## src/rtl/ovl_recovery_pkg.sv

```systemverilog
// constants and carrier types for the overload recovery supervisor
package ovl_recovery_pkg;
    localparam int CODE_W = 5;
    localparam logic signed [4:0] CODE_POS_FS = 5'sh08;
    localparam logic signed [4:0] CODE_NEG_FS = -5'sh08;
    localparam int WIN_LEN = 8;
    localparam logic [3:0] OVL_THRESHOLD = 4'h5;
    localparam int RST_HOLD_CYC = 16;
    localparam int ATT_RAMP_CYC = 48;
    localparam int VALID_RESUME_CYC = 64;
    localparam logic [4:0] ATT_BOOST_DB = 5'h06;
    localparam int ATT_W = 5;
    localparam int ATT_STEP_CYC = ATT_RAMP_CYC / 6;
    // flush lengths in sample clocks per decimation setting
    localparam logic [7:0] FLUSH_DEC12 = 8'h60;
    localparam logic [7:0] FLUSH_DEC16 = 8'h80;
    localparam logic [7:0] FLUSH_DEC24 = 8'hf0;
    localparam logic [7:0] FLUSH_DEC32 = 8'hff;

    typedef enum logic [1:0] {
        DEC12,
        DEC16,
        DEC24,
        DEC32
    } decimation_select_t;

    typedef struct packed {
        logic mod_reset;
        logic [4:0] atten;
        logic data_valid;
        logic output_clean;
        logic overload;
    } ovl_status_t;
endpackage

```

## src/rtl/ovl_recovery.sv

```systemverilog
// overload supervisor for the band-pass modulator quantizer stream
`timescale 1ns/1ns
`default_nettype none

// Notes on behaviour
// - quantizer code into the digital path is five bits wide.
// - codes span -8..+8; the extremes are negative and positive full scale.
// - overload when more than five of eight samples sit at full scale.
// - on overload, modulator state nodes are reset to zero.
// - on overload, attenuation rises six dB above programmed setting; the code saturates at code 31 when the setting exceeds 25.
// - modulator reset held sixteen sample clocks, then released.
// - attenuation steps back to programmed value over next 48 cycles.
// - further overload restarts the sequence; repeats while overload lasts.
// - valid output resumes within 64 cycles after input is in range; the code counts the 64 cycles from the end of the attenuation ramp.
// - output counted clean only after corrupted samples flush filters.
// - settling shorter with decimation twelve or sixteen than larger.
module ovl_recovery
    import ovl_recovery_pkg::*;
#(
    parameter int HOLD_CYC = RST_HOLD_CYC,
    parameter int RAMP_CYC = ATT_RAMP_CYC
) (
    input wire logic clk,
    input wire logic rst_b,
    input wire logic signed [ovl_recovery_pkg::CODE_W-1:0] quant_code,
    input wire logic [ovl_recovery_pkg::ATT_W-1:0] atten_prog,
    input wire ovl_recovery_pkg::decimation_select_t decimation_select,
    output var ovl_recovery_pkg::ovl_status_t status
);
    import ovl_recovery_pkg::*;

    // --------------------------------------------------------------
    // derived timing
    // --------------------------------------------------------------
    // one attenuation step per boost dB, spread over the whole ramp;
    // a ramp that is not a multiple of the boost truncates each step
    localparam int STEP_CYC = RAMP_CYC / int'(ATT_BOOST_DB);
    localparam logic [7:0] HOLD_LAST = 8'(HOLD_CYC - 1);
    localparam logic [7:0] STEP_LAST = 8'(STEP_CYC - 1);
    localparam logic [2:0] BOOST_INIT = 3'(ATT_BOOST_DB);
    localparam logic [2:0] BOOST_LAST = 3'h1;
    localparam logic [2:0] BOOST_STEP = 3'h1;
    localparam logic [7:0] CNT_STEP = 8'h01;
    localparam logic [6:0] RESUME_INIT = 7'(VALID_RESUME_CYC);
    localparam logic [6:0] RESUME_LAST = 7'h01;
    localparam logic [7:0] FLUSH_LAST = 8'h01;
    localparam logic [4:0] ATT_MAX = 5'h1f;

    // idle, modulator held at zero, attenuation ramping back
    typedef enum logic [1:0] {
        IDLE,
        HOLD,
        RAMP
    } state_t;

    // --------------------------------------------------------------
    // full-scale decode
    // --------------------------------------------------------------
    // code is on-chip logic on the same clock, so no synchroniser
    wire logic is_fs;
    wire logic is_fs_pos;
    wire logic is_fs_neg;

    assign is_fs_pos = (quant_code == CODE_POS_FS);
    assign is_fs_neg = (quant_code == CODE_NEG_FS);
    assign is_fs = is_fs_pos | is_fs_neg;

    // --------------------------------------------------------------
    // eight-sample window
    // --------------------------------------------------------------
    logic [WIN_LEN-1:0] win_r;
    logic [WIN_LEN-1:0] win_nxt;
    logic [3:0] fs_cnt_r;
    logic [3:0] fs_cnt_nxt;
    wire logic fs_in;
    wire logic fs_out;
    wire logic ovl_det;

    assign fs_in = is_fs;
    assign fs_out = win_r[WIN_LEN-1];
    assign win_nxt = {win_r[WIN_LEN-2:0], fs_in};
    // running count: add newest, drop the sample leaving the window,
    // so no adder tree over the whole window is needed
    assign fs_cnt_nxt = fs_cnt_r + {3'h0, fs_in}
                        - {3'h0, fs_out};
    assign ovl_det = fs_cnt_r > OVL_THRESHOLD;

    always_ff @(posedge clk or negedge rst_b) begin
        if (!rst_b) begin
            win_r <= '0;
        end else begin
            win_r <= win_nxt;
        end
    end

    always_ff @(posedge clk or negedge rst_b) begin
        if (!rst_b) begin
            fs_cnt_r <= 4'h0;
        end else begin
            fs_cnt_r <= fs_cnt_nxt;
        end
    end

    // --------------------------------------------------------------
    // recovery sequence
    // --------------------------------------------------------------
    state_t state_r;
    state_t state_nxt;
    logic [7:0] cnt_r;
    logic [7:0] cnt_nxt;
    logic [2:0] boost_r;
    logic [2:0] boost_nxt;
    wire logic in_hold;
    wire logic start;
    wire logic hold_done;
    wire logic step_due;
    wire logic boost_last;
    wire logic ramp_done;

    assign in_hold = state_r == HOLD;
    // new detections ignored while the modulator is held in reset,
    // since the window still holds pre-reset codes
    assign start = ovl_det && !in_hold;
    assign hold_done = cnt_r == HOLD_LAST;
    assign step_due = cnt_r == STEP_LAST;
    assign boost_last = boost_r == BOOST_LAST;
    assign ramp_done = step_due && boost_last;

    always_comb begin
        state_nxt = state_r;
        cnt_nxt = cnt_r + CNT_STEP;
        boost_nxt = boost_r;
        case (state_r)
            IDLE: begin
                cnt_nxt = '0;
            end
            HOLD: begin
                if (hold_done) begin
                    state_nxt = RAMP;
                    cnt_nxt = '0;
                end
            end
            RAMP: begin
                // one dB per step, as many steps as the boost
                if (step_due) begin
                    cnt_nxt = '0;
                    boost_nxt = boost_r - BOOST_STEP;
                end
                if (ramp_done) begin
                    state_nxt = IDLE;
                end
            end
            default: begin
                state_nxt = IDLE;
                cnt_nxt = '0;
            end
        endcase
        // a detection outside the hold restarts from full boost
        if (start) begin
            state_nxt = HOLD;
            cnt_nxt = '0;
            boost_nxt = BOOST_INIT;
        end
    end

    always_ff @(posedge clk or negedge rst_b) begin
        if (!rst_b) begin
            state_r <= IDLE;
        end else begin
            state_r <= state_nxt;
        end
    end

    always_ff @(posedge clk or negedge rst_b) begin
        if (!rst_b) begin
            cnt_r <= '0;
        end else begin
            cnt_r <= cnt_nxt;
        end
    end

    always_ff @(posedge clk or negedge rst_b) begin
        if (!rst_b) begin
            boost_r <= '0;
        end else begin
            boost_r <= boost_nxt;
        end
    end

    // --------------------------------------------------------------
    // attenuation
    // --------------------------------------------------------------
    wire logic [5:0] att_base;
    wire logic [5:0] boost_ext;
    wire logic [5:0] att_sum;
    wire logic [4:0] att_sat;

    // boost follows the next state so it lands with the reset edge
    assign att_base = {1'b0, atten_prog};
    assign boost_ext = {3'h0, boost_nxt};
    assign att_sum = att_base + boost_ext;
    // saturate rather than wrap past the top attenuation code
    assign att_sat = att_sum[ATT_W] ? ATT_MAX : att_sum[ATT_W-1:0];

    // --------------------------------------------------------------
    // valid resume
    // --------------------------------------------------------------
    logic [6:0] resume_r;
    logic [6:0] resume_nxt;
    wire logic busy_nxt;
    wire logic resume_done;

    assign busy_nxt = state_nxt != IDLE;
    assign resume_done = resume_r == '0;

    // counts down only once the whole sequence has ended
    always_comb begin
        resume_nxt = resume_r;
        if (busy_nxt) begin
            resume_nxt = RESUME_INIT;
        end else if (!resume_done) begin
            resume_nxt = resume_r - 7'h01;
        end
    end

    always_ff @(posedge clk or negedge rst_b) begin
        if (!rst_b) begin
            resume_r <= '0;
        end else begin
            resume_r <= resume_nxt;
        end
    end

    // --------------------------------------------------------------
    // filter flush
    // --------------------------------------------------------------
    logic [7:0] flush_r;
    logic [7:0] flush_nxt;
    wire logic [7:0] flush_len;
    wire logic flush_done;

    // larger decimation keeps bad samples longer in the last stage
    assign flush_len = (decimation_select == DEC12) ? FLUSH_DEC12 :
                       (decimation_select == DEC16) ? FLUSH_DEC16 :
                       (decimation_select == DEC24) ? FLUSH_DEC24 :
                       FLUSH_DEC32;
    assign flush_done = flush_r == '0;

    // length reloads every busy cycle, so a late change of
    // decimation still applies; flushing waits for good data
    always_comb begin
        flush_nxt = flush_r;
        if (busy_nxt) begin
            flush_nxt = flush_len;
        end else if (resume_done && !flush_done) begin
            flush_nxt = flush_r - 8'h01;
        end
    end

    always_ff @(posedge clk or negedge rst_b) begin
        if (!rst_b) begin
            flush_r <= '0;
        end else begin
            flush_r <= flush_nxt;
        end
    end

    // --------------------------------------------------------------
    // output decode
    // --------------------------------------------------------------
    wire logic idle_nxt;
    wire logic mod_reset_nxt;
    wire logic data_valid_nxt;
    wire logic output_clean_nxt;
    ovl_status_t status_nxt;

    assign idle_nxt = !busy_nxt;
    assign mod_reset_nxt = state_nxt == HOLD;
    // flags rise with the last count so they line up with the
    // counters reaching zero once registered
    assign data_valid_nxt = idle_nxt && resume_r <= RESUME_LAST;
    assign output_clean_nxt = idle_nxt && resume_done &&
                              flush_r <= FLUSH_LAST;

    always_comb begin
        status_nxt = '0;
        status_nxt.mod_reset = mod_reset_nxt;
        status_nxt.atten = att_sat;
        status_nxt.data_valid = data_valid_nxt;
        status_nxt.output_clean = output_clean_nxt;
        status_nxt.overload = start;
    end

    // --------------------------------------------------------------
    // registered outputs
    // --------------------------------------------------------------
    always_ff @(posedge clk or negedge rst_b) begin
        if (!rst_b) begin
            status <= '0;
        end else begin
            status <= status_nxt;
        end
    end
endmodule

`default_nettype wire

```

## config.mk

```make
export PLATFORM = sky130hd
export DESIGN_NAME = ovl_recovery
export DESIGN_NICKNAME = d
export VERILOG_FILES = /design/src/rtl/ovl_recovery_pkg.sv /design/src/rtl/ovl_recovery.sv
export SDC_FILE = /design/constraint.sdc
export NUM_CORES = 1
export LEC_CHECK = 0
export ABC_AREA = 1
export BUFFER_PORTS_ARGS = -buffer_cell sky130_fd_sc_hd__clkbuf_2
export CAP_MARGIN = 0
export CORE_MARGIN = 4
export CORE_UTILIZATION = 45
export CTS_BUF_LIST = sky130_fd_sc_hd__clkbuf_4
export DETAILED_ROUTE_END_ITERATION = 8
export GPL_TIMING_DRIVEN = 0
export SLEW_MARGIN = 30
export SYNTH_ARGS = -nofsm -noshare
export SYNTH_HDL_FRONTEND = slang
export SYNTH_SLANG_ARGS = --single-unit
```

## constraint.sdc

```tcl
create_clock -name clk -period 3.6 [get_ports clk]
set_input_delay 0.18 -clock clk [delete_from_list [all_inputs] [get_ports clk]]
set_output_delay 0.18 -clock clk [all_outputs]
set_load 0.03 [all_outputs]
```

== Yosys cells after proc, flatten, opt, wreduce, memory -nomap -nowiden ==
Cells that the tools add are included.
Widths: inputs -> output; s select.

* Add/subtract/negate cells: 7
* Mux-type cells: 19
* $lt $le $gt $ge: 3
* Reduce and logical (&&, ||, !) cells: 15
* Bitwise operators: 1
* Eq/ne operators: 11

{| class="wikitable"
|+ Operator list
! kind !! number
|-
| $mux 8 || 6
|-
| $mux 7 || 3
|-
| $pmux 8 s2 || 1
|-
| $mux 3 || 3
|-
| $add 8x1->8 const B || 1
|-
| $eq 8x3->1 const B || 1
|-
| $eq 8x4->1 const B || 1
|-
| $le 8x1->1 const B || 1
|-
| $logic_not 8->1 || 1
|-
| $sub 8x1->8 const B || 1
|-
| $le 7x1->1 const B || 1
|-
| $logic_not 7->1 || 1
|-
| $sub 7x1->7 const B || 1
|-
| $add 5x3->6 || 1
|-
| $eq 2x1->1 const B || 3
|-
| $logic_and 1x1->1 || 6
|-
| $mux 2 || 3
|-
| $pmux 2 s3 || 1
|-
| $eq 5x4->1 const B || 1
|-
| $eq 5x5->1 const B || 1
|-
| $mux 5 || 1
|-
| $add 4x1->4 || 1
|-
| $eq 2x2->1 const B || 2
|-
| $gt 4x3->1 const B || 1
|-
| 9 further kinds || 13
|}

* Bits in registers: 49
* Bits of input ports: 14
* Word-level logic and storage cells: 68
* Output and inout bits: 9

== Depth between registers and ports, before layout ==
* Depth in word-level cells: 9
* Depth in mapped cells: 18
* Mapped depth without buffers: 17

== Worst setup path before layout ==
No wires, ideal clock.

* Path type: register -> register
* From: register state_r[1]
* To: register status[7] (netlist bit)
* Setup time: 0.068 ns
* Setup slack: 0.944 ns
* Arrival: 2.588 ns
* Required time: 3.532 ns
* Cell stages (with the launch flop): 17
* Period minus slack after synthesis: 2.656 ns
* Cell sequence: dfrtp_1 > inv_1 > ha_1 > inv_1 > nand2_1 > clkbuf_1 > o21ai_0 > a21oi_1 > ha_1 > inv_1 > fa_1 > inv_1 > nand2_1 > inv_1 > o21ai_0 > or2_2 > nand3_1

* Word-level cells in the longest chain between the ends: 6

{| class="wikitable"
|+ Ends and longest elaborated chain
! element !! line !! source
|-
| start, declared || ovl_recovery.sv:107 || <nowiki>state_t state_r;</nowiki>
|-
| start signal, assigned || ovl_recovery.sv:170 || <nowiki>state_r <= state_nxt;</nowiki>
|-
| $eq 2x1->1 || ovl_recovery.sv:120 || <nowiki>assign in_hold = state_r == HOLD;</nowiki>
|-
| $logic_not 1->1 || ovl_recovery.sv:123 || <nowiki>assign start = ovl_det && !in_hold;</nowiki>
|-
| $logic_and 1x1->1 || ovl_recovery.sv:123 ||
|-
| $mux 3 * || ovl_recovery.sv:159 || <nowiki>if (start) begin</nowiki>
|-
| via boost_nxt[0] || ovl_recovery.sv:112 || <nowiki>logic [2:0] boost_nxt;</nowiki>
|-
| $add 5x3->6 * || ovl_recovery.sv:201 || <nowiki>assign att_sum = att_base + boost_ext;</nowiki>
|-
| $mux 5 * || ovl_recovery.sv:203 || <nowiki>assign att_sat = att_sum[ATT_W] ? ATT_MAX : att_sum[ATT_W-1:0];</nowiki>
|-
| via att_sat[4] || ovl_recovery.sv:196 || <nowiki>wire logic [4:0] att_sat;</nowiki>
|-
| end signal, assigned || ovl_recovery.sv:301 || <nowiki>status <= status_nxt;</nowiki>
|-
| end, declared || ovl_recovery.sv:28 || <nowiki>output var ovl_recovery_pkg::ovl_status_t status</nowiki>
|}

Mark *: on every way through the listed nets, which the timed path passes. The rest lies on a longest branch.
A chain may end at the register's enable or synchronous reset.

== Worst setup path after layout ==
Same ends and word-level chain as after synthesis.

==> flow_metrics.tcl <==
set metrics [dict create \
    run_status "completed" \
    rows 27 \
    worst_setup_hold_path_clk_slew_ps 140 \
    synth.net_count 331 \
    num-nets-final 362 \
    synthesis.area_per_instance_sq_um 8.999 \
    ys_top_cells_by_area "dfrtp_1, ha_1, nand2_1" \
    worstSkewPairLatency_ps 360 \
    max_stage_delay_ps 430 \
    drt_wl_total_um 4532 \
    layout-drive-gt1-share_pct 15.55 \
    layout.filler_cells 554 \
    level_count_of_the_clock_h_tree 2 \
    cts_sinks 49 \
    cp.buffers_inverters 6 \
    synthCells 296 \
    post-cts-setup-buffers 0 \
    maxCapViolCount 0 \
    core_region_area_sq_mm 0.005608 \
    worst_setup_path_start_kind "register" \
    die_boundary_width_um 84.94 \
    final_period_minus_worst_setup_slack_ps 3069 \
    synth_top_cell_area_share_pct 46.03 \
    port_buffers 21 \
    fmaxAchievable_mhz 325.9 \
    drc 0 \
    finalClockSkew_ps 11.14 \
    gpl.final_weighted_congestion 0.7892 \
    syn-cell-area_sq_mm 0.002664 \
    routedWlPerCell_um 11.33 \
    dr.pass1.iters 4 \
    rsz0062_at_grt "false" \
    timing.final.max_slew_violations 0 \
    finalHoldViolCount 0 \
    critical-path-top-cell-by-count "inv_1" \
    setup_viol 0 \
    power-per-cell-area_mw_per_mm2 731.4 \
    synthFlopType "dfrtp_1" \
    tritoncts "done" \
    grt_first_pass_wirelength_um 8521 \
    num_io_pins 23 \
    antenna-diode-count 0 \
    path_cells "inv_1 -> ha_1 -> inv_1 -> nand2_1 -> clkbuf_1 -> o21ai_0 -> a21oi_1 -> ha_1 -> inv_1 -> fa_1 -> inv_1 -> nand2_1 -> inv_1 -> o21ai_0 -> or2_2 -> nand3_1" \
    grt_max_degree 50 \
    hpwlAfterDp_um 3286 \
    yosysMostFrequentCell "nand2_1" \
    vias 1882 \
    critical_path_peak_fanout 10 \
    fin_util_pct 52.97 \
    vias_per_cell 4.705 \
    synth_top_cell_by_area "dfrtp_1" \
    area.growth.synth_to_final_pct 11.51 \
    tritoncts.num_buffers 5 \
    vias_in_the_first_global_route 1906 \
    final.period_utilization_pct 85.24 \
    worst_endpoint_data_arrival_time_ps 3370 \
    place_inst 389 \
    cts_root_buf "clkbuf_4" \
    max_slew_margin_pct 55.98 \
    netlist-cell-type-count 35 \
    hp-class "in2reg" \
    critical-path-top-delay-family "adder cells" \
    initial_antenna_violation_count 0 \
    number_of_synthesized_flops_with_an_enable_pin 0 \
    yosys_warnings 0 \
    cell_with_the_largest_stage_delay_on_the_worst_path "dfrtp_1" \
    fp.dieArea_sq_mm 0.007215 \
    floorplan.initialDensity_pct 47.50 \
    peak_supply_drop_v 0.0003831 \
    async_set_or_reset_register_ratio_after_synthesis_pct 100.0 \
    worst_ep_required_time_ps 3900 \
    synth.ff_latch_count 49 \
    floorplan.die.height_um 84.94 \
    detail-route-antenna-nets 0 \
    tightest_slew_ps 660.3 \
    clk_path_buf_depth 2 \
    initialDrtViolationCount 77 \
    post_route_setup_tns_ps 0 \
    critPathKind "reg2reg" \
    grt.total_usage_pct 14.43 \
    grt_remaining_overflow 0 \
    leakage_nw 1.590 \
    worstSetupEndpointType "register" \
    yosysSeqAreaShare_pct 46.03 \
    stdcell_count 400 \
    synth.top_cells.by_count "nand2_1, dfrtp_1, inv_1" \
]
-- state kept, by name, indices dropped and copies added, names as in the netlist --
signal,count
status,9
state_r,2
fs_cnt_r,4
cnt_r,8
win_r,8
flush_r,8
boost_r,3
resume_r,7
-- final timing paths --
| path | startpoint | end | slack, ps | cells after the start |
|---|---|---|---|---|
| worst max-delay path | state_r[1] | status[7] | 530 | 16 |
| worst min-delay path | atten_prog[4] | status[7] | 80 | 3 |
| worst max register to register | state_r[1] | status[7] | 530 | 16 |
| worst min register to register | win_r[1] | win_r[2] | 360 | 0 |
| max in group asynchronous | rst_b | status[3] | 2760 | 2 |
| min in group asynchronous | rst_b | cnt_r[7] | 410 | 2 |
-- kinds of logic (layout without fill, tap and decap cells) --
kind of cell	Yosys count	in the layout	share of synthesized area [%]
simple gates	137	137	26.21
buf+inv	50	82	7.421
flops	49	49	46.03
compound gates	27	27	5.966
fa+ha+maj	21	21	10.43
xor+xnor	12	12	3.945
-- placed cells by master (no fill, tap or decap), types with 4 or more instances in the layout --
cell      instances
a21oi_1          10
clkbuf_2         20
clkbuf_4          7
dfrtp_1          49
ha_1             19
inv_1            46
nand2_1          58
nand3_1          13
nand4_1          10
nor2_1           33
o21ai_0          10
or2_2             4
xor2_1           11
-- stage by stage --
stage | cell area [sq um] | total power [mW] | hold WS [ps] | worst slack, ps
after floorplan | 2664 | 1.648 | -115.6 | 943.7
after global placement | 2859 | 1.864 | 331.5 | 550.6
after detailed placement | 2861 | 1.875 | 290.3 | 554.0
after CTS | 2970 | 2.216 | 61.65 | 506.8
after global routing | 2970 | 2.422 | 79.02 | 193.3
final | 2970 | 2.172 | 77.46 | 531.3
-- routing by layer --
metal / routed length (um) / up-vias / part of all wire [%] / track usage [%]
met4: 72 / 0 / 1.6 / 5.180
met1: 2266 / 858 / 50 / 19.03
met3: 110 / 6 / 2.4 / 2.913
met2: 2083 / 16 / 46 / 23.52
met5: 0 / - / 0 / 0
li1: - / 1002 / - / -
-- power by group --
group / switching (mW) / total, mW / internal, mW
Sequential: 0.0896 / 0.776 / 0.687
Clock: 0.171 / 0.323 / 0.152
Combinational: 0.688 / 1.07 / 0.385
Total: 0.948 / 2.17 / 1.22
-- final cells by class --
type	count	area [sq um]	share of cell area, %
repair buffers	24	137.6	4.634
clock inverters	2	33.78	1.137
well taps	72	90.09	3.033
plain buffers	2	15.01	0.5055
multi-input cells	197	1240	41.74
clock buffers	6	45.04	1.516
flip-flops and latches	49	1226	41.28
inverters	48	182.7	6.150
-- worst register-to-register path, stage by stage, from the launching register on --
cell      delay [ps]
dfrtp_1          430
inv_1            110
ha_1             260
inv_1             80
nand2_1          180
clkbuf_1         390
o21ai_0          150
a21oi_1          200
ha_1             210
inv_1             60
fa_1             350
inv_1             70
nand2_1           50
inv_1             60
o21ai_0           90
or2_2            280
nand3_1           70
-- what timing repair did --
action / CTS / global route
resized for setup: 0 / 0
hold buffers: 3 / 0
endpoints found under the hold margin: 50 / 0
Note: power is estimated with default switching activity, not from simulation.
